File: src/hw/ctw_pkg.sv
// Purpose: Shared constants for the transceiver mode and wake-up block
// Assumes: 20 MHz system clock
// Notes:   Times are kept in their own units; cycle counts derive from them
package ctw_pkg;

  // ----------------------------------------------------------------------
  // Device power modes
  // ----------------------------------------------------------------------
  typedef enum logic [2:0] {
    DEV_RESET,
    DEV_NORMAL_REQ,
    DEV_NORMAL,
    DEV_STANDBY,
    DEV_SLEEP,
    DEV_STOP
  } ctw_dev_mode_t;

  // ----------------------------------------------------------------------
  // Timing
  // ----------------------------------------------------------------------
  localparam int CLK_HZ          = 20_000_000;
  localparam int PULSE_MIN_NS    = 500;
  localparam int PULSE_MAX_US    = 500;
  localparam int GAP_MAX_US      = 500;
  localparam int WINDOW_MAX_US   = 1000;
  localparam int PULSES_NEEDED   = 3;
  // Least time rounds up, longest time rounds down
  localparam int PULSE_MIN_CYC   =
    (PULSE_MIN_NS * (CLK_HZ / 1_000_000) + 999) / 1000;
  localparam int PULSE_MAX_CYC   = PULSE_MAX_US * (CLK_HZ / 1_000_000);
  localparam int GAP_MAX_CYC     = GAP_MAX_US * (CLK_HZ / 1_000_000);
  localparam int WINDOW_MAX_CYC  = WINDOW_MAX_US * (CLK_HZ / 1_000_000);
  localparam int CNT_W           = 16;
  localparam int PULSE_CNT_W     = 2;

  // Reset values
  localparam logic [1:0] SLEW_RST = 2'h0;

endpackage

File: src/hw/ctw_pattern_det.sv
// Purpose: Three-pulse dominant wake-up pattern detector
// Assumes: dominant_i high while the wake-up receiver sees dominant
// Notes:   Emits a one-cycle detect pulse on the accepting pulse end
`timescale 1ns/1ps
`default_nettype none
module ctw_pattern_det #(
  parameter int PULSE_MIN  = ctw_pkg::PULSE_MIN_CYC,
  parameter int PULSE_MAX  = ctw_pkg::PULSE_MAX_CYC,
  parameter int GAP_MAX    = ctw_pkg::GAP_MAX_CYC,
  parameter int WINDOW_MAX = ctw_pkg::WINDOW_MAX_CYC
) (
  input  wire logic clk_i,
  input  wire logic rst_i,
  input  wire logic enable_i,
  input  wire logic dominant_i,
  output logic      detect_o
);

  logic [ctw_pkg::CNT_W-1:0]       width_q, width_d;
  logic [ctw_pkg::CNT_W-1:0]       gap_q, gap_d;
  logic [ctw_pkg::CNT_W-1:0]       win_q, win_d;
  logic [ctw_pkg::PULSE_CNT_W-1:0] npulse_q, npulse_d;
  logic                            dom_q, dom_d;
  logic                            det_q, det_d;
  logic                            pulse_ok;

  function automatic logic [ctw_pkg::CNT_W-1:0] sat_inc(
    input logic [ctw_pkg::CNT_W-1:0] v);
    sat_inc = (&v) ? v : v + 16'h0001;
  endfunction

  // ----------------------------------------------------------------------
  // Next state
  // ----------------------------------------------------------------------
  // Width must exceed min and stay under max
  assign pulse_ok = (width_q > PULSE_MIN[ctw_pkg::CNT_W-1:0]) &&
                    (width_q < PULSE_MAX[ctw_pkg::CNT_W-1:0]);

  always_comb begin
    width_d  = width_q;
    gap_d    = gap_q;
    win_d    = win_q;
    npulse_d = npulse_q;
    dom_d    = dominant_i;
    det_d    = 1'b0;
    if (!enable_i) begin
      // Disabled receiver ignores all traffic
      width_d  = '0;
      gap_d    = '0;
      win_d    = '0;
      npulse_d = '0;
      dom_d    = 1'b0;
    end else begin
      // Window runs from the first pulse start, so that pulse counts too
      if (npulse_q != '0 || dom_q) begin
        win_d = sat_inc(win_q);
      end
      if (dominant_i) begin
        width_d = sat_inc(width_q);
        if (!dom_q && npulse_q == '0) begin
          win_d = '0;                        // Window opens at pulse start
        end
      end else begin
        gap_d = sat_inc(gap_q);
      end
      if (dom_q && !dominant_i) begin
        // Falling edge of dominant: judge the pulse
        width_d = '0;
        gap_d   = 16'h0001;          // The judging cycle is the first low one
        if (pulse_ok && win_q < WINDOW_MAX[ctw_pkg::CNT_W-1:0]) begin
          if (npulse_q == 2'(ctw_pkg::PULSES_NEEDED - 1)) begin
            det_d    = 1'b1;
            npulse_d = '0;
          end else begin
            npulse_d = npulse_q + 2'h1;
          end
        end else begin
          npulse_d = '0;
        end
      end else if (npulse_q != '0 && !dominant_i &&
                   (gap_q >= GAP_MAX[ctw_pkg::CNT_W-1:0] - 16'h0001 ||
                    win_q >= WINDOW_MAX[ctw_pkg::CNT_W-1:0])) begin
        npulse_d = '0;
      end
      if (dominant_i && width_q >= PULSE_MAX[ctw_pkg::CNT_W-1:0]) begin
        npulse_d = '0;
      end
    end
  end

  // Register
  always_ff @(posedge clk_i or posedge rst_i) begin
    if (rst_i) begin
      width_q  <= '0;
      gap_q    <= '0;
      win_q    <= '0;
      npulse_q <= '0;
      dom_q    <= 1'b0;
      det_q    <= 1'b0;
    end else begin
      width_q  <= width_d;
      gap_q    <= gap_d;
      win_q    <= win_d;
      npulse_q <= npulse_d;
      dom_q    <= dom_d;
      det_q    <= det_d;
    end
  end

  assign detect_o = det_q;

  // ----------------------------------------------------------------------
  // Assertions
  // ----------------------------------------------------------------------
  a_silent_disabled: assert property (@(posedge clk_i) disable iff (rst_i)
    !enable_i |=> !det_q) else $error("detect while disabled");
  a_count_bound: assert property (@(posedge clk_i) disable iff (rst_i)
    npulse_q != 2'h3) else $error("pulse count overflow");
  a_detect_edge: assert property (@(posedge clk_i) disable iff (rst_i)
    det_q |-> $past(dom_q) && !$past(dominant_i))
    else $error("detect not at pulse end");
  c_detect: cover property (@(posedge clk_i) disable iff (rst_i) det_q);

endmodule
`default_nettype wire

File: src/hw/ctw_top.sv
// Purpose: Mode control and pattern wake-up of a high-speed bus interface
// Assumes: All pins synchronous to CLK_SYS_I; modes set by a command port
// Notes:   Analogue states (bus float, recessive) appear as status outputs
`timescale 1ns/1ps
`default_nettype none
module ctw_top (
  input  wire logic       CLK_SYS_I,
  input  wire logic       RST_I,
  input  wire logic [2:0] DEV_MODE_I,        // ctw_dev_mode_t code
  input  wire logic       BALLAST_I,         // High: external ballast
  input  wire logic       MODE_WR_I,         // Command strobe
  input  wire logic       MODE_SLEEP_I,      // 1 sleep, 0 normal
  input  wire logic [1:0] SLEW_I,
  input  wire logic       WAKE_EN_I,
  input  wire logic       STATUS_RD_I,       // Transceiver register read
  input  wire logic       TX_I,              // Transmit pin from host
  input  wire logic       BUS_DOMINANT_I,    // Receiver comparator
  output logic            RX_O,
  output logic            TX_LEVEL_O,        // Pull-up level seen on pin
  output logic            DRIVE_DOM_O,       // Drive bus dominant
  output logic            BIAS_RECESSIVE_O,  // Bias lines to mid level
  output logic            BUS_FLOAT_O,
  output logic            SLEEP_O,           // Transceiver mode status
  output logic [1:0]      SLEW_O,
  output logic            WAKE_RX_ON_O,
  output logic            BUS_WAKEUP_FLAG_O,
  output logic            REG_ON_O,          // Main regulator turn-on
  output logic            WAKE_INT_O         // Interrupt pulse
);

  logic                  sleep_q, sleep_d;
  logic [1:0]            slew_q, slew_d;
  logic                  wen_q, wen_d;
  logic                  flag_q, flag_d;
  logic                  reg_on_q, reg_on_d;
  logic                  int_q, int_d;
  logic                  rx_q, rx_d;
  logic                  txl_q, txl_d;
  logic                  drv_q, drv_d;
  logic                  bias_q, bias_d;
  logic                  flt_q, flt_d;
  logic                  wrx_q, wrx_d;
  logic                  supply_on;
  logic                  wake_det;
  logic                  dev_reset;
  ctw_pkg::ctw_dev_mode_t dev;

  assign dev = ctw_pkg::ctw_dev_mode_t'(DEV_MODE_I);

  // ----------------------------------------------------------------------
  // Peripheral supply state
  // ----------------------------------------------------------------------
  // Supply is on in normal, or standby when tied to the main regulator
  function automatic logic supply_live(input ctw_pkg::ctw_dev_mode_t m,
                                       input logic ballast);
    case (m)
      ctw_pkg::DEV_NORMAL:  supply_live = 1'b1;
      ctw_pkg::DEV_STANDBY: supply_live = !ballast;
      default:              supply_live = 1'b0;
    endcase
  endfunction

  assign supply_on = supply_live(dev, BALLAST_I);
  assign dev_reset = (dev == ctw_pkg::DEV_RESET) ||
                     (dev == ctw_pkg::DEV_NORMAL_REQ);

  // ----------------------------------------------------------------------
  // Mode, slew, wake enable and flag
  // ----------------------------------------------------------------------
  always_comb begin
    sleep_d  = sleep_q;
    slew_d   = slew_q;
    wen_d    = wen_q;
    flag_d   = flag_q;
    reg_on_d = reg_on_q;
    int_d    = 1'b0;
    if (dev_reset) begin
      sleep_d = 1'b0;
      slew_d  = ctw_pkg::SLEW_RST;
    end else if (dev == ctw_pkg::DEV_SLEEP ||
                 dev == ctw_pkg::DEV_STOP) begin
      sleep_d = 1'b1;                    // Low power forces sleep mode
    end else if (MODE_WR_I) begin
      sleep_d = MODE_SLEEP_I;
      slew_d  = SLEW_I;
      // Enable is taken with the command; host orders it first
      wen_d   = WAKE_EN_I;
    end
    if (dev != ctw_pkg::DEV_SLEEP) begin
      reg_on_d = 1'b0;
    end
    // Clear needs normal mode plus read; a new wake wins
    if (STATUS_RD_I && !sleep_q) begin
      flag_d = 1'b0;
    end
    if (wake_det) begin
      flag_d = 1'b1;
      case (dev)
        ctw_pkg::DEV_SLEEP: reg_on_d = 1'b1;
        ctw_pkg::DEV_STOP:  int_d    = 1'b1;
        default:            int_d    = 1'b0;
      endcase
    end
  end

  // ----------------------------------------------------------------------
  // Pin and bus states
  // ----------------------------------------------------------------------
  always_comb begin
    rx_d   = 1'b0;
    txl_d  = 1'b0;
    drv_d  = 1'b0;
    bias_d = 1'b0;
    flt_d  = 1'b1;
    wrx_d  = 1'b0;
    if (!supply_on) begin
      rx_d  = 1'b0;
      txl_d = 1'b0;
      wrx_d = sleep_q && wen_q;
    end else if (sleep_q) begin
      rx_d  = 1'b1;
      txl_d = 1'b1;
      wrx_d = wen_q;
    end else begin
      rx_d   = !BUS_DOMINANT_I;
      txl_d  = TX_I;
      drv_d  = !TX_I;
      bias_d = 1'b1;
      flt_d  = 1'b0;
    end
  end

  // Detector runs only when the wake receiver is active
  ctw_pattern_det u_det (
    .clk_i      (CLK_SYS_I),
    .rst_i      (RST_I),
    .enable_i   (wrx_q),
    .dominant_i (BUS_DOMINANT_I),
    .detect_o   (wake_det)
  );

  // Register all state and outputs
  always_ff @(posedge CLK_SYS_I or posedge RST_I) begin
    if (RST_I) begin
      sleep_q  <= 1'b0;
      slew_q   <= ctw_pkg::SLEW_RST;
      wen_q    <= 1'b0;
      flag_q   <= 1'b0;
      reg_on_q <= 1'b0;
      int_q    <= 1'b0;
      rx_q     <= 1'b0;
      txl_q    <= 1'b0;
      drv_q    <= 1'b0;
      bias_q   <= 1'b0;
      flt_q    <= 1'b1;
      wrx_q    <= 1'b0;
    end else begin
      sleep_q  <= sleep_d;
      slew_q   <= slew_d;
      wen_q    <= wen_d;
      flag_q   <= flag_d;
      reg_on_q <= reg_on_d;
      int_q    <= int_d;
      rx_q     <= rx_d;
      txl_q    <= txl_d;
      drv_q    <= drv_d;
      bias_q   <= bias_d;
      flt_q    <= flt_d;
      wrx_q    <= wrx_d;
    end
  end

  assign RX_O              = rx_q;
  assign TX_LEVEL_O        = txl_q;
  assign DRIVE_DOM_O       = drv_q;
  assign BIAS_RECESSIVE_O  = bias_q;
  assign BUS_FLOAT_O       = flt_q;
  assign SLEEP_O           = sleep_q;
  assign SLEW_O            = slew_q;
  assign WAKE_RX_ON_O      = wrx_q;
  assign BUS_WAKEUP_FLAG_O = flag_q;
  assign REG_ON_O          = reg_on_q;
  assign WAKE_INT_O        = int_q;

  // ----------------------------------------------------------------------
  // Assertions
  // ----------------------------------------------------------------------
  a_rx_follows_bus: assert property (@(posedge CLK_SYS_I) disable iff (RST_I)
    (supply_on && !sleep_q) |=> (rx_q == !$past(BUS_DOMINANT_I)))
    else $error("rx does not follow bus");
  a_reset_normal: assert property (@(posedge CLK_SYS_I) disable iff (RST_I)
    dev_reset |=> !sleep_q && slew_q == ctw_pkg::SLEW_RST)
    else $error("not normal slew zero");
  a_off_pins_low: assert property (@(posedge CLK_SYS_I) disable iff (RST_I)
    !supply_on |=> !rx_q && !txl_q && flt_q)
    else $error("pins not low with supply off");
  a_sleep_high: assert property (@(posedge CLK_SYS_I) disable iff (RST_I)
    (supply_on && sleep_q) |=> rx_q && txl_q && flt_q && !drv_q)
    else $error("sleep pins wrong");
  a_wake_rx_gate: assert property (@(posedge CLK_SYS_I) disable iff (RST_I)
    wrx_q |-> $past(wen_q) && !drv_q && !bias_q)
    else $error("wake receiver without enable");
  a_regulator_on: assert property (@(posedge CLK_SYS_I) disable iff (RST_I)
    (wake_det && dev == ctw_pkg::DEV_SLEEP) |=> reg_on_q)
    else $error("no regulator turn-on");
  a_int_pulse: assert property (@(posedge CLK_SYS_I) disable iff (RST_I)
    (wake_det && dev == ctw_pkg::DEV_STOP) |=> int_q ##1 !int_q)
    else $error("interrupt pulse wrong");
  a_flag_set: assert property (@(posedge CLK_SYS_I) disable iff (RST_I)
    wake_det |=> flag_q) else $error("flag not set");
  a_flag_hold: assert property (@(posedge CLK_SYS_I) disable iff (RST_I)
    (flag_q && (sleep_q || !STATUS_RD_I)) |=> flag_q)
    else $error("flag cleared early");
  c_sleep_wake: cover property (@(posedge CLK_SYS_I) disable iff (RST_I)
    reg_on_q && !$past(reg_on_q));
  c_stop_int: cover property (@(posedge CLK_SYS_I) disable iff (RST_I)
    int_q);
  c_flag_clear: cover property (@(posedge CLK_SYS_I) disable iff (RST_I)
    $fell(flag_q));

endmodule
`default_nettype wire

File: config.mk
export PLATFORM = sky130hd
export DESIGN_NAME = ctw_top
export DESIGN_NICKNAME = d
export VERILOG_FILES = /design/src/hw/ctw_pkg.sv /design/src/hw/ctw_pattern_det.sv /design/src/hw/ctw_top.sv
export SDC_FILE = /design/constraint.sdc
export NUM_CORES = 1
export LEC_CHECK = 0
export BUFFER_PORTS_ARGS = -buffer_cell sky130_fd_sc_hd__buf_2
export CAP_MARGIN = 20
export CORE_MARGIN = 3
export CORE_UTILIZATION = 30
export CTS_CLUSTER_SIZE = 40
export DETAILED_ROUTE_END_ITERATION = 16
export GPL_TIMING_DRIVEN = 0
export SYNTH_ARGS = -nofsm -noshare
export SYNTH_HDL_FRONTEND = slang
export SYNTH_SLANG_ARGS = --single-unit
export TNS_END_PERCENT = 1
File: constraint.sdc
create_clock -name CLK_SYS_I -period 2.47 [get_ports CLK_SYS_I]
set_input_delay 0.6175 -clock CLK_SYS_I [delete_from_list [all_inputs] [get_ports CLK_SYS_I]]
set_output_delay 0.6175 -clock CLK_SYS_I [all_outputs]
set_load 0.1 [all_outputs]
After elaboration in Yosys (flattened, before gate mapping):

Index checks and enable logic that the tools add are counted.
Widths: inputs -> output; s select.

* register bits after elaboration: 65
* output and inout port bits: 12
* word-level logic and storage cells: 124

* $add $sub $neg: 4
* magnitude comparators: 6
* equality and inequality tests: 13
* muxes and demuxes: 50
* bitwise gates (word level): 2
* reduce and logical (&&, ||, !) cells: 31

Operator list (count)
* $mux 16: 13
* $add 16x1->16 const B: 3
* $reduce_and 16->1: 3
* $ge 16x14->1 const B: 2
* $mux 1: 27
* $mux 2: 9
* $ge 16x15->1 const B: 1
* $gt 16x4->1 const B: 1
* $lt 16x14->1 const B: 1
* $lt 16x15->1 const B: 1
* $logic_and 1x1->1: 9
* $ne 3x3->1 const B: 3
* $eq 3x2->1 const B: 2
* $eq 3x3->1 const B: 2
* $ne 3x2->1 const B: 2
* $reduce_and 2->1: 3
* $reduce_bool 2->1: 3
* $logic_not 1->1: 5
* $logic_or 1x1->1: 4
* $ne 4x1->1 const B: 1
* $eq 3x1->1 const B: 1
* $logic_not 3->1: 1
* $reduce_and 3->1: 1
* $reduce_bool 3->1: 1
* 6 further kinds: 7

Logic depth before layout (Yosys ltp):

* word-level depth: 7
* gate-level depth with buffers: 7

Modules after synthesis:

A second synthesis with hierarchy kept.

* cells, all modules: 364
* area, all modules: 3443.3 µm²

Modules (own cells, without submodules)
* ctw_pattern_det: instances 1, cells an instance 325, area each 2921.6 µm², seq. area each 1301.2 µm²
* ctw_top: instances 1, cells an instance 39, area each 521.8 µm², seq. area each 326.6 µm²

Least setup slack after synthesis:

OpenSTA, ideal clock, no wires.

* kind: register to register
* from: register wrx_q (netlist: WAKE_RX_ON_O)
* to: register u_det.gap_q[7] (netlist name)
* library setup time: 0.079 ns
* data arrival time: 2.190 ns
* path slack: 0.201 ns
* stages on the path, launching flop included: 7
* clock period less this slack: 2.269 ns
* path through: dfrtp_1 > buf_2 > nand2_1 > inv_1 > or3_1 > or4_1 > a21oi_1

* longest elaborated chain between the ends: 2

RTL lines
* start, declared: RTL line ctw_top.sv:42 `logic wrx_q, wrx_d;`
* start signal, assigned: RTL line ctw_top.sv:169 `wrx_q <= wrx_d;`
* $ne 3x3->1 (no line) or $ne 3x2->1 (tied branches)
* $reduce_and 2->1 (no line)
* end signal, assigned: RTL line ctw_pattern_det.sv:102 `gap_q <= gap_d;`
* end, declared: RTL line ctw_pattern_det.sv:20 `logic [ctw_pkg::CNT_W-1:0] gap_q, gap_d;`

Several ways; a longest one is shown, not always the timed one.
A chain may end at the register's enable or synchronous reset.

Worst setup path in the final report:

* from: register wrx_q (netlist: WAKE_RX_ON_O)
* to: register u_det.gap_q[14] (netlist name)

The elaborated chain is that of the path after synthesis.

==> impl_metrics.yaml <==
clock_network:
  ctsHtreeMaxLevel: 3
  insertion_delay_ps: 330
  root_buffer: "clkbuf_16"
  cts_setup_buffers: 0
  cts_tree: "done"
  numCtsBuffers: 9
  cts_max_path_buffers: 2
  cts.clk_slew.worst_paths_ps: 60
  post_cts_resized: 0
  cts_sinks: 65
  post_cts_hold_buffer_count: 0
sta:
  setup_viol: 0
  finClkSkew_ps: 3.82
  max_slew_margin_pct: 57.2
  worst_hold_slack_ps: 332
  final_hold_viol_count: 0
  finalCritPeriodShare_pct: 84.4
  fmax_ghz: 0.480
  rsz0062_at_grt: "false"
  worstMarginPinSlew_ps: 639
  layout_min_cycle_time_ps: 2090
  setup_tns_ps: 0
  drv_slew: 0
flow_run:
  cap_violations: 0
floorplanning:
  dieHeight_um: 114
  die-area_um2: 12900
  fp.coreArea_um2: 11100
  start_util_pct: 31.3
  die_x_um: 114
  rows: 38
  pin_count: 26
synth:
  synth_top_area_share_pct: 46.1
  ys_top_cells_by_area: "dfrtp_1 46%, nor2_1 3.8%, xor2_1 3.5%, a21oi_1 3.0%, nand2_1 2.8%"
  synth-edff-count: 0
  synth.ff_latch_count: 65
  syn_avg_cell_area_um2: 9.59
  synth-compound-area-share_pct: 18.3
  synth_ff_type: "dfrtp_1"
  syn_nets: 381
  synthXorXnorAreaFrac_pct: 4.79
  synth_top_family_by_area: "simple AND/OR/NAND/NOR gates"
  synthMuxAreaShare_pct: 1.19
  synthCells: 362
  syn_area_um2: 3470
  synth-seq-area-share_pct: 46.9
  async_flop_share_pct: 100
  synthSimpleGateAreaFrac_pct: 23.6
  synth_fa_ha_area_share_pct: 1.80
  yosys.area.top_type: "dfrtp_1"
  synth_cell_types: 59
  yosysWarnings: 0
placement:
  dp_hpwl_um: 5590
  io_buffers: 25
  gp_congestion: 0.797
setup_path:
  cp.required_ps: 2740
  crit_buf_inv: 2
  startpoint_type: "flip-flop"
  slowest_stage: "or4_1"
  worstSetupEndpointType: "flip-flop"
  path_cells: "buf_2 > nand2_1 > inv_1 > nor3_1 > o21ai_0 > or4_1 > nand2_1"
  critPathMaxFanout: 10
  crit_path_frequent_cell: "nand2_1"
  critPathMaxStageDelay_ps: 440
  path_class: "flip-flop to flip-flop"
  arrival_ps: 2360
  crit_family: "simple AND/OR/NAND/NOR gates"
layout:
  final_cell_mix: "64 x dfrtp_1, 35 x nor2_1, 29 x buf_2, 26 x nand2_1, 21 x a21oi_1"
  num_antenna_cells: 0
  syn2layout_area_growth_pct: 18.2
  drive_gt1_share_pct: 17.1
  final_common_cell: "dfrtp_1"
  layout.nets: 418
power:
  power.static_leakage_uw: 0.00168
  p_total_uw: 2640
  p_per_area_nw_per_um2: 642
  peakVddDrop_mv: 0.560
detailed_routing:
  wl_per_cell_um: 14.5
  dr.pass1.iters: 7
  drtIter0Drc: 330
  vias: 2938
  antenna_left: 0
  drc_errors: 0
  vias_per_cell: 5.40
  drt_wl_total_um: 7880
global_route:
  overflow: 0
  antenna_found_initial: 0
  grt_pass1_wl_um: 13600
  grt_usage_pct: 12.9
  grt_pass1_vias: 2872
  grt_max_degree: 41
min_path:
  hold_class: "input pin to async pin"
run_status:
  status: "completed"
## metal layers
layer	track usage, %	wire (um)
met4	4.25	63
met2	20.4	3780
met3	3.50	282
met5	0	0
met1	17.0	3750
## metrics by stage
stage	instance area, um^2	setup WS, ps	instances	util, %
after floorplan	3470	201	362	-
after global placement	3770	-616	527	34.1
after detailed placement	3790	125	528	34.2
after CTS	4110	385	544	37.1
after global routing	4110	226	544	37.1
final	4110	385	544	37.1
## worst paths after layout
path | slack [ps] | cells past startpoint | endpoint | startpoint
worst max-delay path | 380 | 7 | u_det.gap_q[14] | WAKE_RX_ON_O
worst min-delay path | 330 | 2 | REG_ON_O | RST_I
worst max register to register | 380 | 7 | u_det.gap_q[14] | WAKE_RX_ON_O
worst min register to register | 480 | 1 | BUS_WAKEUP_FLAG_O | BUS_WAKEUP_FLAG_O
max in group asynchronous | 1530 | 3 | u_det.width_q[9] | RST_I
min in group CLK_SYS_I | 460 | 2 | DRIVE_DOM_O | TX_I
## flip-flops by register name (all words and copies together), names as in the netlist, 2 cells and up
| name | count |
|---|---|
| u_det.npulse_q | 2 |
| SLEW_O | 2 |
| u_det.win_q | 16 |
| u_det.gap_q | 16 |
| u_det.width_q | 16 |
## Yosys cell counts (all sizes together), types with 2 or more instances
master and number:
dfrtp 64, o21ai 28, o211ai 5, nor4b 2, nand4 11, nand3 16, nor3 8, a211oi 4
or4 11, and2 2, mux2i 3, clkbuf 4, a21oi 26, a31oi 2, xnor2 5, or3 13
a311oi 2, buf 6, inv 16, and3 6, o2111ai 5, ha 5, nor4 6, xor2 14
o31ai 10, o22ai 2, nand2b 2, nor2b 2, and4 5, nor2 36, nand2 26
## cell type report
class                   instances  area [um^2]
clock buffers                   9          225
well taps                     140          175
inverters                      16         60.1
clock inverters                 7         87.6
plain buffers                  10         58.8
fillers                      1092         6970
multi-input cells             271         1730
repair buffers                 26          145
flip-flops and latches         65         1630
## worst reg2reg max path: stages, from the launching register on
cell and delay, ps:
dfrtp_1 420, buf_2 200, nand2_1 140, inv_1 140
nor3_1 340, o21ai_0 260, or4_1 440, nand2_1 80
## where the power goes
group | switching, uW | internal, uW | total, uW
sequential | 13.5 | 1080 | 1100
combinational | 175 | 45.7 | 221
clock | 517 | 803 | 1320
total | 705 | 1930 | 2640
## cell families after synthesis
group	count (synthesis)
DFF	65
buffers and inverters	26
AOI/OAI and AO/OA	94
and+or+nand+nor	149
muxes	4
adders and majority gates	5
xor gates and xnor gates	19
(Power assumes the default switching activity.)
